==> config.mk <==
export PLATFORM = sky130hd
export DESIGN_NAME = fio_core
export DESIGN_NICKNAME = d
export VERILOG_FILES = /design/src/shared/fio_pkg.sv /design/src/hw/fio_core.sv /design/src/hw/fio_grade.sv
export VERILOG_INCLUDE_DIRS = /design/src /design/src/shared
export SDC_FILE = /design/constraint.sdc
export NUM_CORES = 1
export LEC_CHECK = 0
export ABC_AREA = 1
export BUFFER_PORTS_ARGS = -buffer_cell sky130_fd_sc_hd__buf_2
export CELL_PAD_IN_SITES_DETAIL_PLACEMENT = 1
export CELL_PAD_IN_SITES_GLOBAL_PLACEMENT = 1
export CORE_ASPECT_RATIO = 1.25
export CORE_MARGIN = 1
export CORE_UTILIZATION = 35
export DETAILED_ROUTE_END_ITERATION = 10
export PLACE_DENSITY_LB_ADDON = 0.1
export SLEW_MARGIN = 20
export SYNTH_ARGS = -nofsm -noshare
export SYNTH_HDL_FRONTEND = slang
export SYNTH_HIERARCHICAL = 1
export SYNTH_SLANG_ARGS = --single-unit
==> constraint.sdc <==
create_clock -name clk -period 16.3 [get_ports clk]
set_clock_uncertainty 0.15 [all_clocks]
set_input_delay 1.63 -clock clk [delete_from_list [all_inputs] [get_ports clk]]
set_output_delay 1.63 -clock clk [all_outputs]
set_load 0.01 [all_outputs]
==> src/shared/fio_defines.svh <==
// Named constants of the fuzzy inference execution unit.
// Assumes inclusion by bare name from every design file that needs them.
`ifndef FIO_DEFINES_SVH
`define FIO_DEFINES_SVH

// ----------------------------------------------------------------
// Widths
// ----------------------------------------------------------------
`define FIO_DATA_W 8
`define FIO_WORD_W 16
`define FIO_STEP_W 4

// ----------------------------------------------------------------
// Reset and special values
// ----------------------------------------------------------------
`define FIO_ZERO_BYTE 8'h00
`define FIO_ZERO_WORD 16'h0000
`define FIO_ZERO_SUM 32'h0000_0000
`define FIO_ZERO_STEP 4'h0
`define FIO_ONE_STEP 4'h1
`define FIO_SEP_BYTE 8'hfe
`define FIO_END_BYTE 8'hff
`define FIO_GRADE_MAX 8'hff
`define FIO_GRADE_LIM 16'h00ff
`define FIO_CNT_ONE 8'h01

// ----------------------------------------------------------------
// Pointer strides
// ----------------------------------------------------------------
`define FIO_MF_STRIDE 16'h0004
`define FIO_FI_STRIDE 16'h0001

// ----------------------------------------------------------------
// Step counts
// ----------------------------------------------------------------
`define FIO_MF_LAST_RD 4'h3
`define FIO_MF_CAP_FIRST 4'h2
`define FIO_MF_LAST 4'h5
`define FIO_WS_RD_S 4'h0
`define FIO_WS_RD_F 4'h1
`define FIO_WS_CAP_S 4'h2
`define FIO_WS_CAP_F 4'h3
`define FIO_WS_MAC 4'h4
`define FIO_WS_ITER_LAST 4'h7
`define FIO_WS_TAIL_LAST 4'h8

`endif

==> src/shared/fio_pkg.sv <==
// Types of the fuzzy inference execution unit.
// Assumes nothing beyond a SystemVerilog compiler.
package fio_pkg;

  // ----------------------------------------------------------------
  // Operation select
  // ----------------------------------------------------------------
  typedef enum logic [1:0] {
    FIO_OP_GRADE,
    FIO_OP_RULES,
    FIO_OP_WSUM
  } fio_op_t;

  // ----------------------------------------------------------------
  // Sequencer states
  // ----------------------------------------------------------------
  typedef enum logic [3:0] {
    FIO_ST_IDLE,
    FIO_ST_MF_RD,
    FIO_ST_MF_WR,
    FIO_ST_RV_FETCH,
    FIO_ST_RV_EW,
    FIO_ST_RV_EL,
    FIO_ST_RV_OW,
    FIO_ST_RV_OP,
    FIO_ST_WS_ITER,
    FIO_ST_WS_TAIL
  } fio_state_t;

endpackage

==> src/hw/fio_core.sv <==
// Sequencer and datapath of the grade, rule and weighted-sum operations.
// Assumes a same-clock data memory returning read data one cycle after mem_rd.
`include "fio_defines.svh"

// Overview of operation
// - Sum products and weights over n pairs
// - Operands 8-bit unsigned, count up to 255
// - Weighted sum takes 8n+9 cycles
// - Grade one trapezoid, store at second pointer
// - Advance definition pointer four, input one
// - Rule element is offset from base
// - Element fe separates, not an offset
// - Separator inverts the overflow flag
// - Flag clear antecedent, set consequent
// - Loop until ff, stop on interrupt
// - Store minimum only if exceeding output
module fio_core (
  // Clock and reset
  input wire logic clk,
  input wire logic rst_b,
  // Issue
  input wire logic start,
  input wire fio_pkg::fio_op_t op,
  input wire logic [`FIO_DATA_W-1:0] in_a,
  input wire logic [`FIO_DATA_W-1:0] in_b,
  input wire logic [`FIO_WORD_W-1:0] in_x,
  input wire logic [`FIO_WORD_W-1:0] in_y,
  input wire logic in_v,
  input wire logic irq_req,
  // Result
  output logic busy,
  output logic done,
  output logic intr_stop,
  output logic [`FIO_DATA_W-1:0] res_a,
  output logic [`FIO_DATA_W-1:0] res_b,
  output logic [`FIO_WORD_W-1:0] res_x,
  output logic [`FIO_WORD_W-1:0] res_y,
  output logic res_v,
  // Data memory
  output logic mem_rd,
  output logic mem_wr,
  output logic [`FIO_WORD_W-1:0] mem_addr,
  output logic [`FIO_DATA_W-1:0] mem_wdata,
  input wire logic [`FIO_DATA_W-1:0] mem_rdata
);
  import fio_pkg::*;

  fio_state_t state_q;
  logic [`FIO_STEP_W-1:0] step_q;
  logic [`FIO_DATA_W-1:0] a_q, b_q, cnt_q, s_q, f_q;
  logic [`FIO_WORD_W-1:0] x_q, y_q, sum_w_q;
  logic [2*`FIO_WORD_W-1:0] sum_p_q;
  logic v_q, busy_q, done_q, intr_q;
  logic mem_rd_q, mem_wr_q;
  logic [`FIO_WORD_W-1:0] mem_addr_q;
  logic [`FIO_DATA_W-1:0] mem_wdata_q;
  logic [`FIO_DATA_W-1:0] mf_q [4];
  logic [`FIO_DATA_W-1:0] grade;
  logic is_end, is_sep;

  function automatic logic [`FIO_WORD_W-1:0] adr_add(input logic [`FIO_WORD_W-1:0] base,
                                                      input logic [`FIO_WORD_W-1:0] ofs);
    adr_add = base + ofs;
  endfunction

  assign is_end = (mem_rdata == `FIO_END_BYTE);
  assign is_sep = (mem_rdata == `FIO_SEP_BYTE);

  // ----------------------------------------------------------------
  // Grade unit
  // ----------------------------------------------------------------
  fio_grade u_grade (
    .in_val(a_q),
    .pt1(mf_q[0]),
    .pt2(mf_q[1]),
    .slope1(mf_q[2]),
    .slope2(mf_q[3]),
    .grade(grade)
  );

  // ----------------------------------------------------------------
  // Sequencer
  // ----------------------------------------------------------------
  always_ff @(posedge clk) begin
    if (!rst_b) begin
      state_q <= FIO_ST_IDLE;
      step_q <= `FIO_ZERO_STEP;
    end else begin
      unique case (state_q)
        FIO_ST_IDLE: begin
          step_q <= `FIO_ZERO_STEP;
          if (start) begin
            unique case (op)
              FIO_OP_GRADE: state_q <= FIO_ST_MF_RD;
              FIO_OP_RULES: state_q <= FIO_ST_RV_FETCH;
              FIO_OP_WSUM: state_q <= (in_b == `FIO_ZERO_BYTE) ? FIO_ST_WS_TAIL : FIO_ST_WS_ITER;
              default: state_q <= FIO_ST_IDLE;
            endcase
          end
        end
        FIO_ST_MF_RD: begin
          step_q <= step_q + `FIO_ONE_STEP;
          if (step_q == `FIO_MF_LAST) state_q <= FIO_ST_MF_WR;
        end
        FIO_ST_MF_WR: state_q <= FIO_ST_IDLE;
        FIO_ST_RV_FETCH: state_q <= irq_req ? FIO_ST_IDLE : FIO_ST_RV_EW;
        FIO_ST_RV_EW: state_q <= FIO_ST_RV_EL;
        FIO_ST_RV_EL: state_q <= is_end ? FIO_ST_IDLE :
                                 (is_sep ? FIO_ST_RV_FETCH : FIO_ST_RV_OW);
        FIO_ST_RV_OW: state_q <= FIO_ST_RV_OP;
        FIO_ST_RV_OP: state_q <= FIO_ST_RV_FETCH;
        FIO_ST_WS_ITER: begin
          step_q <= step_q + `FIO_ONE_STEP;
          if (step_q == `FIO_WS_ITER_LAST) begin
            step_q <= `FIO_ZERO_STEP;
            if (cnt_q == `FIO_CNT_ONE) state_q <= FIO_ST_WS_TAIL;
          end
        end
        FIO_ST_WS_TAIL: begin
          step_q <= step_q + `FIO_ONE_STEP;
          if (step_q == `FIO_WS_TAIL_LAST) state_q <= FIO_ST_IDLE;
        end
      endcase
    end
  end

  // ----------------------------------------------------------------
  // Working registers and pointers
  // ----------------------------------------------------------------
  always_ff @(posedge clk) begin
    if (!rst_b) begin
      a_q <= `FIO_ZERO_BYTE;
      b_q <= `FIO_ZERO_BYTE;
      x_q <= `FIO_ZERO_WORD;
      y_q <= `FIO_ZERO_WORD;
      v_q <= 1'b0;
      cnt_q <= `FIO_ZERO_BYTE;
      s_q <= `FIO_ZERO_BYTE;
      f_q <= `FIO_ZERO_BYTE;
      sum_p_q <= `FIO_ZERO_SUM;
      sum_w_q <= `FIO_ZERO_WORD;
      mf_q <= '{default: `FIO_ZERO_BYTE};
    end else begin
      unique case (state_q)
        FIO_ST_IDLE: begin
          if (start) begin
            a_q <= in_a;
            b_q <= in_b;
            x_q <= in_x;
            y_q <= in_y;
            v_q <= in_v;
            cnt_q <= in_b;
            sum_p_q <= `FIO_ZERO_SUM;
            sum_w_q <= `FIO_ZERO_WORD;
          end
        end
        FIO_ST_MF_RD: begin
          if (step_q >= `FIO_MF_CAP_FIRST) mf_q[2'(step_q - `FIO_MF_CAP_FIRST)] <= mem_rdata;
        end
        FIO_ST_MF_WR: begin
          x_q <= adr_add(x_q, `FIO_MF_STRIDE);
          y_q <= adr_add(y_q, `FIO_FI_STRIDE);
        end
        FIO_ST_RV_FETCH: if (!irq_req) x_q <= adr_add(x_q, `FIO_FI_STRIDE);
        FIO_ST_RV_EL: begin
          if (is_sep && !is_end) begin
            v_q <= ~v_q;
            if (v_q) a_q <= `FIO_END_BYTE;
          end
        end
        FIO_ST_RV_OP: if (!v_q && (mem_rdata < a_q)) a_q <= mem_rdata;
        FIO_ST_WS_ITER: begin
          if (step_q == `FIO_WS_CAP_S) s_q <= mem_rdata;
          if (step_q == `FIO_WS_CAP_F) f_q <= mem_rdata;
          if (step_q == `FIO_WS_MAC) begin
            sum_p_q <= sum_p_q + {`FIO_ZERO_WORD, 16'(s_q) * 16'(f_q)};
            sum_w_q <= sum_w_q + {`FIO_ZERO_BYTE, f_q};
          end
          if (step_q == `FIO_WS_ITER_LAST) begin
            x_q <= adr_add(x_q, `FIO_FI_STRIDE);
            y_q <= adr_add(y_q, `FIO_FI_STRIDE);
            cnt_q <= cnt_q - `FIO_CNT_ONE;
          end
        end
        FIO_ST_WS_TAIL: begin
          if (step_q == `FIO_WS_TAIL_LAST) begin
            x_q <= sum_w_q;
            y_q <= sum_p_q[2*`FIO_WORD_W-1:`FIO_WORD_W];
            a_q <= sum_p_q[`FIO_WORD_W-1:`FIO_DATA_W];
            b_q <= sum_p_q[`FIO_DATA_W-1:0];
          end
        end
        default: ;
      endcase
    end
  end

  // ----------------------------------------------------------------
  // Memory port
  // ----------------------------------------------------------------
  always_ff @(posedge clk) begin
    if (!rst_b) begin
      mem_rd_q <= 1'b0;
      mem_wr_q <= 1'b0;
      mem_addr_q <= `FIO_ZERO_WORD;
      mem_wdata_q <= `FIO_ZERO_BYTE;
    end else begin
      mem_rd_q <= 1'b0;
      mem_wr_q <= 1'b0;
      unique case (state_q)
        FIO_ST_MF_RD: begin
          if (step_q <= `FIO_MF_LAST_RD) begin
            mem_rd_q <= 1'b1;
            mem_addr_q <= adr_add(x_q, {{(`FIO_WORD_W-`FIO_STEP_W){1'b0}}, step_q});
          end
        end
        FIO_ST_MF_WR: begin
          mem_wr_q <= 1'b1;
          mem_addr_q <= y_q;
          mem_wdata_q <= grade;
        end
        FIO_ST_RV_FETCH: begin
          if (!irq_req) begin
            mem_rd_q <= 1'b1;
            mem_addr_q <= x_q;
          end
        end
        FIO_ST_RV_EL: begin
          if (!is_end && !is_sep) begin
            mem_rd_q <= 1'b1;
            mem_addr_q <= adr_add(y_q, {`FIO_ZERO_BYTE, mem_rdata});
          end
        end
        FIO_ST_RV_OP: begin
          if (v_q && (a_q > mem_rdata)) begin
            mem_wr_q <= 1'b1;
            mem_wdata_q <= a_q;
          end
        end
        FIO_ST_WS_ITER: begin
          if (step_q == `FIO_WS_RD_S) begin
            mem_rd_q <= 1'b1;
            mem_addr_q <= x_q;
          end
          if (step_q == `FIO_WS_RD_F) begin
            mem_rd_q <= 1'b1;
            mem_addr_q <= y_q;
          end
        end
        default: ;
      endcase
    end
  end

  // ----------------------------------------------------------------
  // Completion status
  // ----------------------------------------------------------------
  always_ff @(posedge clk) begin
    if (!rst_b) begin
      busy_q <= 1'b0;
      done_q <= 1'b0;
      intr_q <= 1'b0;
    end else begin
      done_q <= 1'b0;
      if ((state_q == FIO_ST_IDLE) && start) begin
        busy_q <= 1'b1;
        intr_q <= 1'b0;
      end
      if ((state_q == FIO_ST_MF_WR) ||
          ((state_q == FIO_ST_RV_EL) && is_end) ||
          ((state_q == FIO_ST_WS_TAIL) && (step_q == `FIO_WS_TAIL_LAST))) begin
        busy_q <= 1'b0;
        done_q <= 1'b1;
      end
      if ((state_q == FIO_ST_RV_FETCH) && irq_req) begin
        busy_q <= 1'b0;
        done_q <= 1'b1;
        intr_q <= 1'b1;
      end
    end
  end

  assign {busy, done, intr_stop, res_v} = {busy_q, done_q, intr_q, v_q};
  assign {res_a, res_b, res_x, res_y} = {a_q, b_q, x_q, y_q};
  assign {mem_rd, mem_wr, mem_addr, mem_wdata} = {mem_rd_q, mem_wr_q, mem_addr_q, mem_wdata_q};

endmodule

==> src/hw/fio_grade.sv <==
// Trapezoid grade of one input value on one membership definition.
// Assumes registered operands from the sequencer; purely combinational.
`include "fio_defines.svh"

module fio_grade (
  // Operands
  input wire logic [`FIO_DATA_W-1:0] in_val,
  input wire logic [`FIO_DATA_W-1:0] pt1,
  input wire logic [`FIO_DATA_W-1:0] pt2,
  input wire logic [`FIO_DATA_W-1:0] slope1,
  input wire logic [`FIO_DATA_W-1:0] slope2,
  // Result
  output logic [`FIO_DATA_W-1:0] grade
);
  import fio_pkg::*;

  logic [`FIO_DATA_W:0] d1;
  logic [`FIO_DATA_W:0] d2;
  logic outside;
  logic [`FIO_WORD_W-1:0] g1;
  logic [`FIO_WORD_W-1:0] g2;

  // ----------------------------------------------------------------
  // Deltas, side grades and clipping
  // ----------------------------------------------------------------
  always_comb begin
    d1 = {1'b0, in_val} - {1'b0, pt1};
    d2 = {1'b0, pt2} - {1'b0, in_val};
    outside = d1[`FIO_DATA_W] | d2[`FIO_DATA_W];
    g1 = outside ? `FIO_ZERO_WORD : d1[`FIO_DATA_W-1:0] * slope1;
    g2 = outside ? `FIO_ZERO_WORD : d2[`FIO_DATA_W-1:0] * slope2;
    if (((slope2 == `FIO_ZERO_BYTE) || (g2 > `FIO_GRADE_LIM)) && !outside) begin
      grade = `FIO_GRADE_MAX;
    end else begin
      grade = g2[`FIO_DATA_W-1:0];
    end
    if (!(((slope1 == `FIO_ZERO_BYTE) || (g1 > `FIO_GRADE_LIM)) && !outside)) begin
      grade = g1[`FIO_DATA_W-1:0];
    end
  end

endmodule

==> summary.md, run 1 <==
| Metric | Value |
|---|---|
| Synth Warn # | 6 |
| DRC | 0 |
| Area Growth Syn to Fin | 9.46% |
| Routed Antenna Nets | 0 |
| Crit path max fanout | 8 |
| Fin Setup TNS | 0 ns |
| Initial antenna violation count | 2 |
| Met2 Usage GRT | 0.480 |
| Number of global-route vias before repair | between 20000 and 25000 |
| Clk Latency, worst-skew pair | a little over 0.5 ns |
| Top-Level Pins | 141 |
| CTS tree | yes |
| Bufs on Longest Clock Path | 2 |
| Final wirelength | around 72 mm |
| Final core utilization | 0.390 |
| Core area | approximately 0.055 mm2 |
| CP endpoint kind | flop |
| Hold buffer count at CTS | 0 |
| Yosys top cell by area | dfxtp_1 |
| CTS clk-pin slew, worst paths | around 0.070 ns |
| Setup WS pre-CTS | slightly below 10 ns |
| Max rail drop VDD | about 0.083 mV |
| First-pass GRT wire length | 114 mm |
| Leakage | 0.0110 uW |
| Die H | ~270 um |
| Largest net degree at the start of global routing | between 50 and 60 |
| Cell Area, Synth | between 0.015 and 0.02 mm2 |
| Drt first-iter violations | roughly 930 |
| Hold WC Path Type | flop to flop |
| H-tree depth | 4 |
| Max Clk Rate | between 150 and 200 MHz |
| Avg Inst Size Synth | about 6.6 um2 |
| Worst-Margin Slew | ~1.0 ns |
| Hold WS | about 0.3 ns |
| Commonest cells post-synth | nand2_1, inv_1, nor2_1 |
| Final instance area | roughly 0.021 mm2 |
| GRT overflow | 0 |
| EDFF count, synth | 0 |
| Share of cells above drive strength 1 | 0.0930 |
| Worst Path Arrival | between 6 and 7 ns |
| Slew Limit Headroom | 0.313 |
| Worst hold stages | 2 |
| Post-CTS Resized | 0 |
| Synthesized flop and latch total | between 150 and 200 |
| Period utilization | 0.402 |
| Status | finished clean |
| Crit path kind | flop to flop |
| Worst reg2reg path endpoint | mem_wdata[0]$_SDFFE_PN0P_ |
| 1st-pass router iterations | 5 |
| Final setup fails | 0 |
| Mapped Cells | 2972 |
| Slowest Stage Delay on Critical Path | around 0.53 ns |
| Top-count cell post-synth | nand2_1 |
| Worst r2r src | res_a[2]$_SDFFE_PN0P_ |
| Fin. Hold Viols | 0 |
| Gr busiest metal | met2 |
| Clock Tree Root | clkbuf_16 |
| Hold Crit Start | mf_q[4]$_SDFFE_PN0P_ |
| Final Slew Violations | 0 |
| Top cells by area, synth | dfxtp_1, fa_1, nand2_1 |
| Final net count | ~3400 |
| Row Count | 96 |
| Initial Util | 0.356 |
| Power per Cell Area | between 100 and 150 mW/mm2 |
| Die Area | 0.0570 mm2 |
| Synth Flop Type | dfxtp_1 |
| R2R Setup Slk | between 9 and 10 ns |
| Yosys top cell area share | 0.194 |
| Placer Congestion | roughly 0.92 |
| Sequential share of the synthesized area | 0.194 |
| Most frequent CP cell | nand2_1 |
| Syn Nets | 3328 |
| Async set-reset flop share out of synthesis | 0 |
| # Max-Cap Violations | 0 |
| Met1 Track Usage GR | 0.308 |
| DPL Wire Length | a little under 60 mm |
| Routed length per instance | roughly 19 um |
| Worst Slack Setup Final | 9.74 ns |
| CTS sink cnt | 190 |
| Die width | ~210 um |
| Period minus WS final | between 6 and 7 ns |
| Via density | just over 5 |
| Met3 Use GR | 0.0364 |
| CP Data Required Time | approximately 17 ns |
| Unrepaired setup endpoints after global routing | no |
| FF-to-FF path depth | 33 |
| Postcts setup bufs | 0 |
| Synth unique cells | between 50 and 60 |
| Number of port buffers | between 100 and 150 |
| Critical path launch point type | flop |
| Hold Path End | mf_q[4]$_SDFFE_PN0P_ |
| Vias | between 15000 and 20000 |
| Num CTS Buffers | 17 |
| All-layer global routing usage | 0.261 |
| Fillers | between 7000 and 8000 |
| Slowest cell on crit path | fa_1 |
| Dpl cell area | roughly 0.021 mm2 |
==> placed cells by master, fill, tap and decap left out, drive strengths merged, types with 17 or more instances in the layout <==
cell	instances
buf	145
dfxtp	190
a21oi	229
nand4	46
fa	127
a31oi	21
nor2	334
inv	551
o21ai	200
nand3	185
nor3	35
ha	166
nand2	681
clkbuf	17
xor2	24
==> per-layer routing <==
layer,share of wire,vias to the layer above
met5,0.00011,-
met4,0.026,2
met3,0.027,93
met2,0.52,262
met1,0.43,9634
li1,-,9594
==> registers in the layout (all words and copies together), names as in the netlist, 16 cells and up <==
name and count:
mem_addr 16, sum_p_q 32, res_x 16, res_y 16
mf_q 32, sum_w_q 16
==> report_power, final <==
| group | switching [uW] | leakage, uW | total (uW) | internal, uW |
|---|---|---|---|---|
| Clock | 237 | 0.000286 | 443 | 206 |
| Sequential | 140 | 0.00155 | 690 | 550 |
| Combinational | 925 | 0.00916 | 1320 | 391 |
| Total | 1300 | 0.0110 | 2450 | 1150 |
==> critical path, delay by kind of cell, from the launching register on <==
kind                       cells  cell delay, ns
DFF                            1            0.48
and+or+nand+nor               17            1.66
AOI/OAI and AO/OA              4            0.67
buffers and inverters          5            0.35
adders and majority gates      6            2.70
xor gates and xnor gates       1            0.41
==> through the flow <==
stage	power (uW)	std cells
after detailed placement	2010	3766
after CTS	2470	3798
after global placement	1980	3766
after floorplan	1540	2972
final	2450	3799
after global routing	2630	3798
==> worst max path at each step <==
stage	from	to	slack (ns)	depth (start not counted)
final	res_a[2]$_SDFFE_PN0P_	mem_wdata[0]$_SDFFE_PN0P_	9.74	33
after global routing	res_a[2]$_SDFFE_PN0P_	mem_wdata[5]$_SDFFE_PN0P_	9.26	33
after CTS	res_a[2]$_SDFFE_PN0P_	mem_wdata[5]$_SDFFE_PN0P_	9.75	33
after detailed placement	res_a[2]$_SDFFE_PN0P_	mem_wdata[5]$_SDFFE_PN0P_	9.80	33
after global placement	res_a[1]$_SDFFE_PN0P_	mem_wdata[0]$_SDFFE_PN0P_	9.97	31
after floorplan	res_a[0]$_SDFFE_PN0P_	mem_wdata[0]$_SDFFE_PN0P_	10.46	33
==> logic make-up after synthesis <==
logic type               share of synthesized area
flip-flops                                   0.194
adder cells (fa/ha/maj)                      0.235
AO/OA/AOI/OAI                                0.142
buffers and inverters                        0.126
XOR/XNOR                                    0.0163
AND/OR/NAND/NOR                              0.287
==> layout make-up <==
type                            instances  area [um2]  area share
Sequential cell                       190        3800       0.177
Inverter                              548        2070      0.0962
Tap cell                              735         920      0.0428
Timing Repair Buffer                  145         741      0.0345
Multi-Input combinational cell       2148       13400       0.622
Clock inverter                         15         164     0.00763
Antenna cell                            1        2.50    0.000117
Clock buffer                           17         425      0.0198
No activity file was read; power rests on OpenSTA's default activity.
==> run 2: changes to the inputs <==
==> constraint.sdc (replaced) <==
create_clock -name clk -period 5.7 [get_ports clk]
set_clock_uncertainty 0.15 [all_clocks]
set_input_delay 0.57 -clock clk [delete_from_list [all_inputs] [get_ports clk]]
set_output_delay 0.57 -clock clk [all_outputs]
set_load 0.01 [all_outputs]
==> summary.md, run 2 (synthesis results as in run 1) <==
| Metric | Value |
|---|---|
| Worst Path Arrival | 6.09 ns (-0.71 ns) |
| Switching share of power | 0.509 (-0.0223) |
| Registers with the most flip-flops | mf_q: 32 flops, sum_p_q: 32 flops |
| Slowest cell on crit path | fa_1 |
| Drt first-iter violations | 901 (-3.2%) |
| Final net count | 3516 (+3.2%) |
| Clock share of power | 0.162 (-0.019) |
| Dpl cells | 3848 (+2.2%) |
| R2R Setup Slk | -0.14 ns (-9.88 ns) |
| DPL Wire Length | 60.4 mm (+3.2%) |
| Crit path max fanout | 8 (unchanged) |
| Initial antenna violation count | 2 (unchanged) |
| Initial Util | 0.356 (unchanged) |
| CTS tree | yes |
| Top-Level Pins | 141 (unchanged) |
| Slowest Stage Delay on Critical Path | 0.53 ns (about the same) |
| Period utilization | 1.02 (+0.622) |
| Worst hold stages | 3 (+1) |
| CP endpoint kind | flop |
| Period minus WS final | 5.84 ns (-0.718 ns) |
| GRT overflow | 0 (unchanged) |
| Vias | 20300 (+3.7%) |
| Bufs on Longest Clock Path | 2 (unchanged) |
| Pint | 3930 uW (+240%) |
| Most frequent cells in the layout | nand2_1, inv_1, nor2_1 |
| Critical path launch point type | flop |
| H-tree depth | 4 (unchanged) |
| Number of port buffers | 140 (unchanged) |
| Num CTS Buffers | 17 (unchanged) |
| Number of global-route vias before repair | 21700 (+5.4%) |
| Most common cell after layout, fill and taps aside | nand2_1 |
| Failing checks | setup timing |
| Via density | 5.19 (+0.68%) |
| Final wirelength | 75.6 mm (+5.1%) |
| Die H | 267 um (unchanged) |
| Leakage | 0.0118 uW (+7.1%) |
| Worst reg2reg path endpoint | mem_wdata[7]$_SDFFE_PN0P_ |
| CP Launch Point | res_a[1]$_SDFFE_PN0P_ |
| Final Slew Violations | 0 (unchanged) |
| Die width | 214 um (unchanged) |
| Crit path kind | flop to flop |
| Slew Limit Headroom | 0.354 (+0.0412) |
| DRC | 0 (unchanged) |
| Area Growth Syn to Fin | 18.4% |
| Finished Layout Cells | 3911 (+2.9%) |
| Gate power share | 0.595 (+0.057) |
| Max rail drop VDD | 0.198 mV (+140%) |
| Routed length per instance | 19.3 um (+2.1%) |
| Unrepaired setup endpoints after global routing | yes |
| FF-to-FF path depth | 30 (-9.1%) |
| Row Count | 96 (unchanged) |
| Fin Setup TNS | -0.904 ns (-0.904 ns) |
| All-layer global routing usage | 0.272 (+0.0111) |
| Hold WC Path Type | primary input to flop |
| Fillers | 7066 (-2.5%) |
| Power per Cell Area | 345 mW/mm2 (+200%) |
| Worst-Margin Slew | 0.967 ns (-0.0618 ns) |
| Status | finished, violations left |
| Placer Congestion | 0.887 (-3.6%) |
| Die Area | 0.0570 mm2 (unchanged) |
| Switching power | 4080 uW (+210%) |
| CP Data Required Time | 5.95 ns (-10.59 ns) |
| # Max-Cap Violations | 0 (unchanged) |
| Share of cells above drive strength 1 | 0.169 (+0.0762) |
| Max Clk Rate | 171 MHz (+12%) |
| First-pass GRT wire length | 119 mm (+4.4%) |
| 1st-pass router iterations | 4 (-1) |
| CTS clk-pin slew, worst paths | 0.09 ns (+0.02 ns) |
| Worst r2r src | res_a[1]$_SDFFE_PN0P_ |
| Core area | 0.0551 mm2 (unchanged) |
| Largest net degree at the start of global routing | 83 (+41%) |
| Setup WS pre-CTS | -0.493 ns (-10.29 ns) |
| Routed Antenna Nets | 0 (unchanged) |
| Fin. Hold Viols | 0 (unchanged) |
| CTS sink cnt | 190 (unchanged) |
| Worst Slack Setup Final | -0.138 ns (-9.88 ns) |
| Crit path to | mem_wdata[7]$_SDFFE_PN0P_ |
| Clock Tree Root | clkbuf_16 |
| Final setup fails | 8 (+8) |
| Clk Latency, worst-skew pair | 0.52 ns (about the same) |
| Sequential power share | 0.243 (-0.039) |
==> run 2: cell types whose count changed in the layout (fill, tap and decap cells not counted), moves of 18 or more <==
cell,before,now
nor2_1,312,290
inv_1,518,500
buf_4,6,109
ha_4,0,20
nand2_1,661,622
ha_1,166,146
nand2_2,16,39
==> run 2: repair_timing <==
item | in CTS | in global routing
pin swaps | 91 | 34
resized for setup | 132 | 63
setup buffers | 24 | 4
setup endpoints to repair | 8 | 8
hold buffers | 0 | 0
==> run 2: per-layer routing <==
layer,global-route usage,vias to the layer above,wire length [um]
met4,0.0836,0,1870
met2,0.511,317,40100
met1,0.316,10100,31600
met3,0.0326,89,2080
met5,0,-,0
li1,-,9816,-
==> run 2: critical path: cells and delay by family (launching register included) <==
family	cells	cell delay (ns)
flip-flops	1	0.34
AND/OR/NAND/NOR	15	1.43
adder cells (fa/ha/maj)	6	2.78
AO/OA/AOI/OAI	1	0.17
XOR/XNOR	1	0.17
buffers and inverters	7	0.65
==> run 2: power by group through the flow <==
stage / combinational, uW / sequential (uW) / clock [uW]
finish: 4770 / 1950 / 1300
global route: 5220 / 1980 / 1380
CTS: 4640 / 1950 / 1330
detailed placement: 4220 / 1970 / 0
global placement: 4140 / 1960 / 0
floorplan: 2540 / 1880 / 0
==> run 2: worst min path at each step <==
stage                                      from  slack (ns)                    end
final                                   in_y[1]        0.16  res_y[1]$_SDFFE_PN0P_
after detailed placement  res_b[2]$_SDFFE_PN0P_        0.29  res_b[2]$_SDFFE_PN0P_
after global routing                    in_y[4]        0.16  res_y[4]$_SDFFE_PN0P_
after CTS                               in_y[1]        0.14  res_y[1]$_SDFFE_PN0P_
after floorplan           mf_q[16]$_SDFFE_PN0P_        0.27  mf_q[16]$_SDFFE_PN0P_
after global placement    res_b[4]$_SDFFE_PN0P_        0.28  res_b[4]$_SDFFE_PN0P_
==> run 2: area by class of cell <==
cell class	count	area (um2)	area share
clock inverter	15	183	0.00787
inverter	548	2080	0.0894
tap	735	920	0.0396
antenna	3	7.51	0.000323
clock buffer	17	425	0.0183
timing repair buffer	255	1610	0.0695
multi-input combinational	2148	14200	0.611
sequential	190	3810	0.164
==> run 2: metrics by stage <==
step	power, uW	utilization	area (um2)	hold slack, ns
2_1_floorplan	4420	-	19600	0.274
3_3_place_gp	6110	0.391	21500	0.282
6_report	8010	0.421	23200	0.164
4_1_cts	7920	0.415	22900	0.139
3_5_place_dp	6190	0.391	21500	0.292
5_1_grt	8580	0.421	23200	0.158
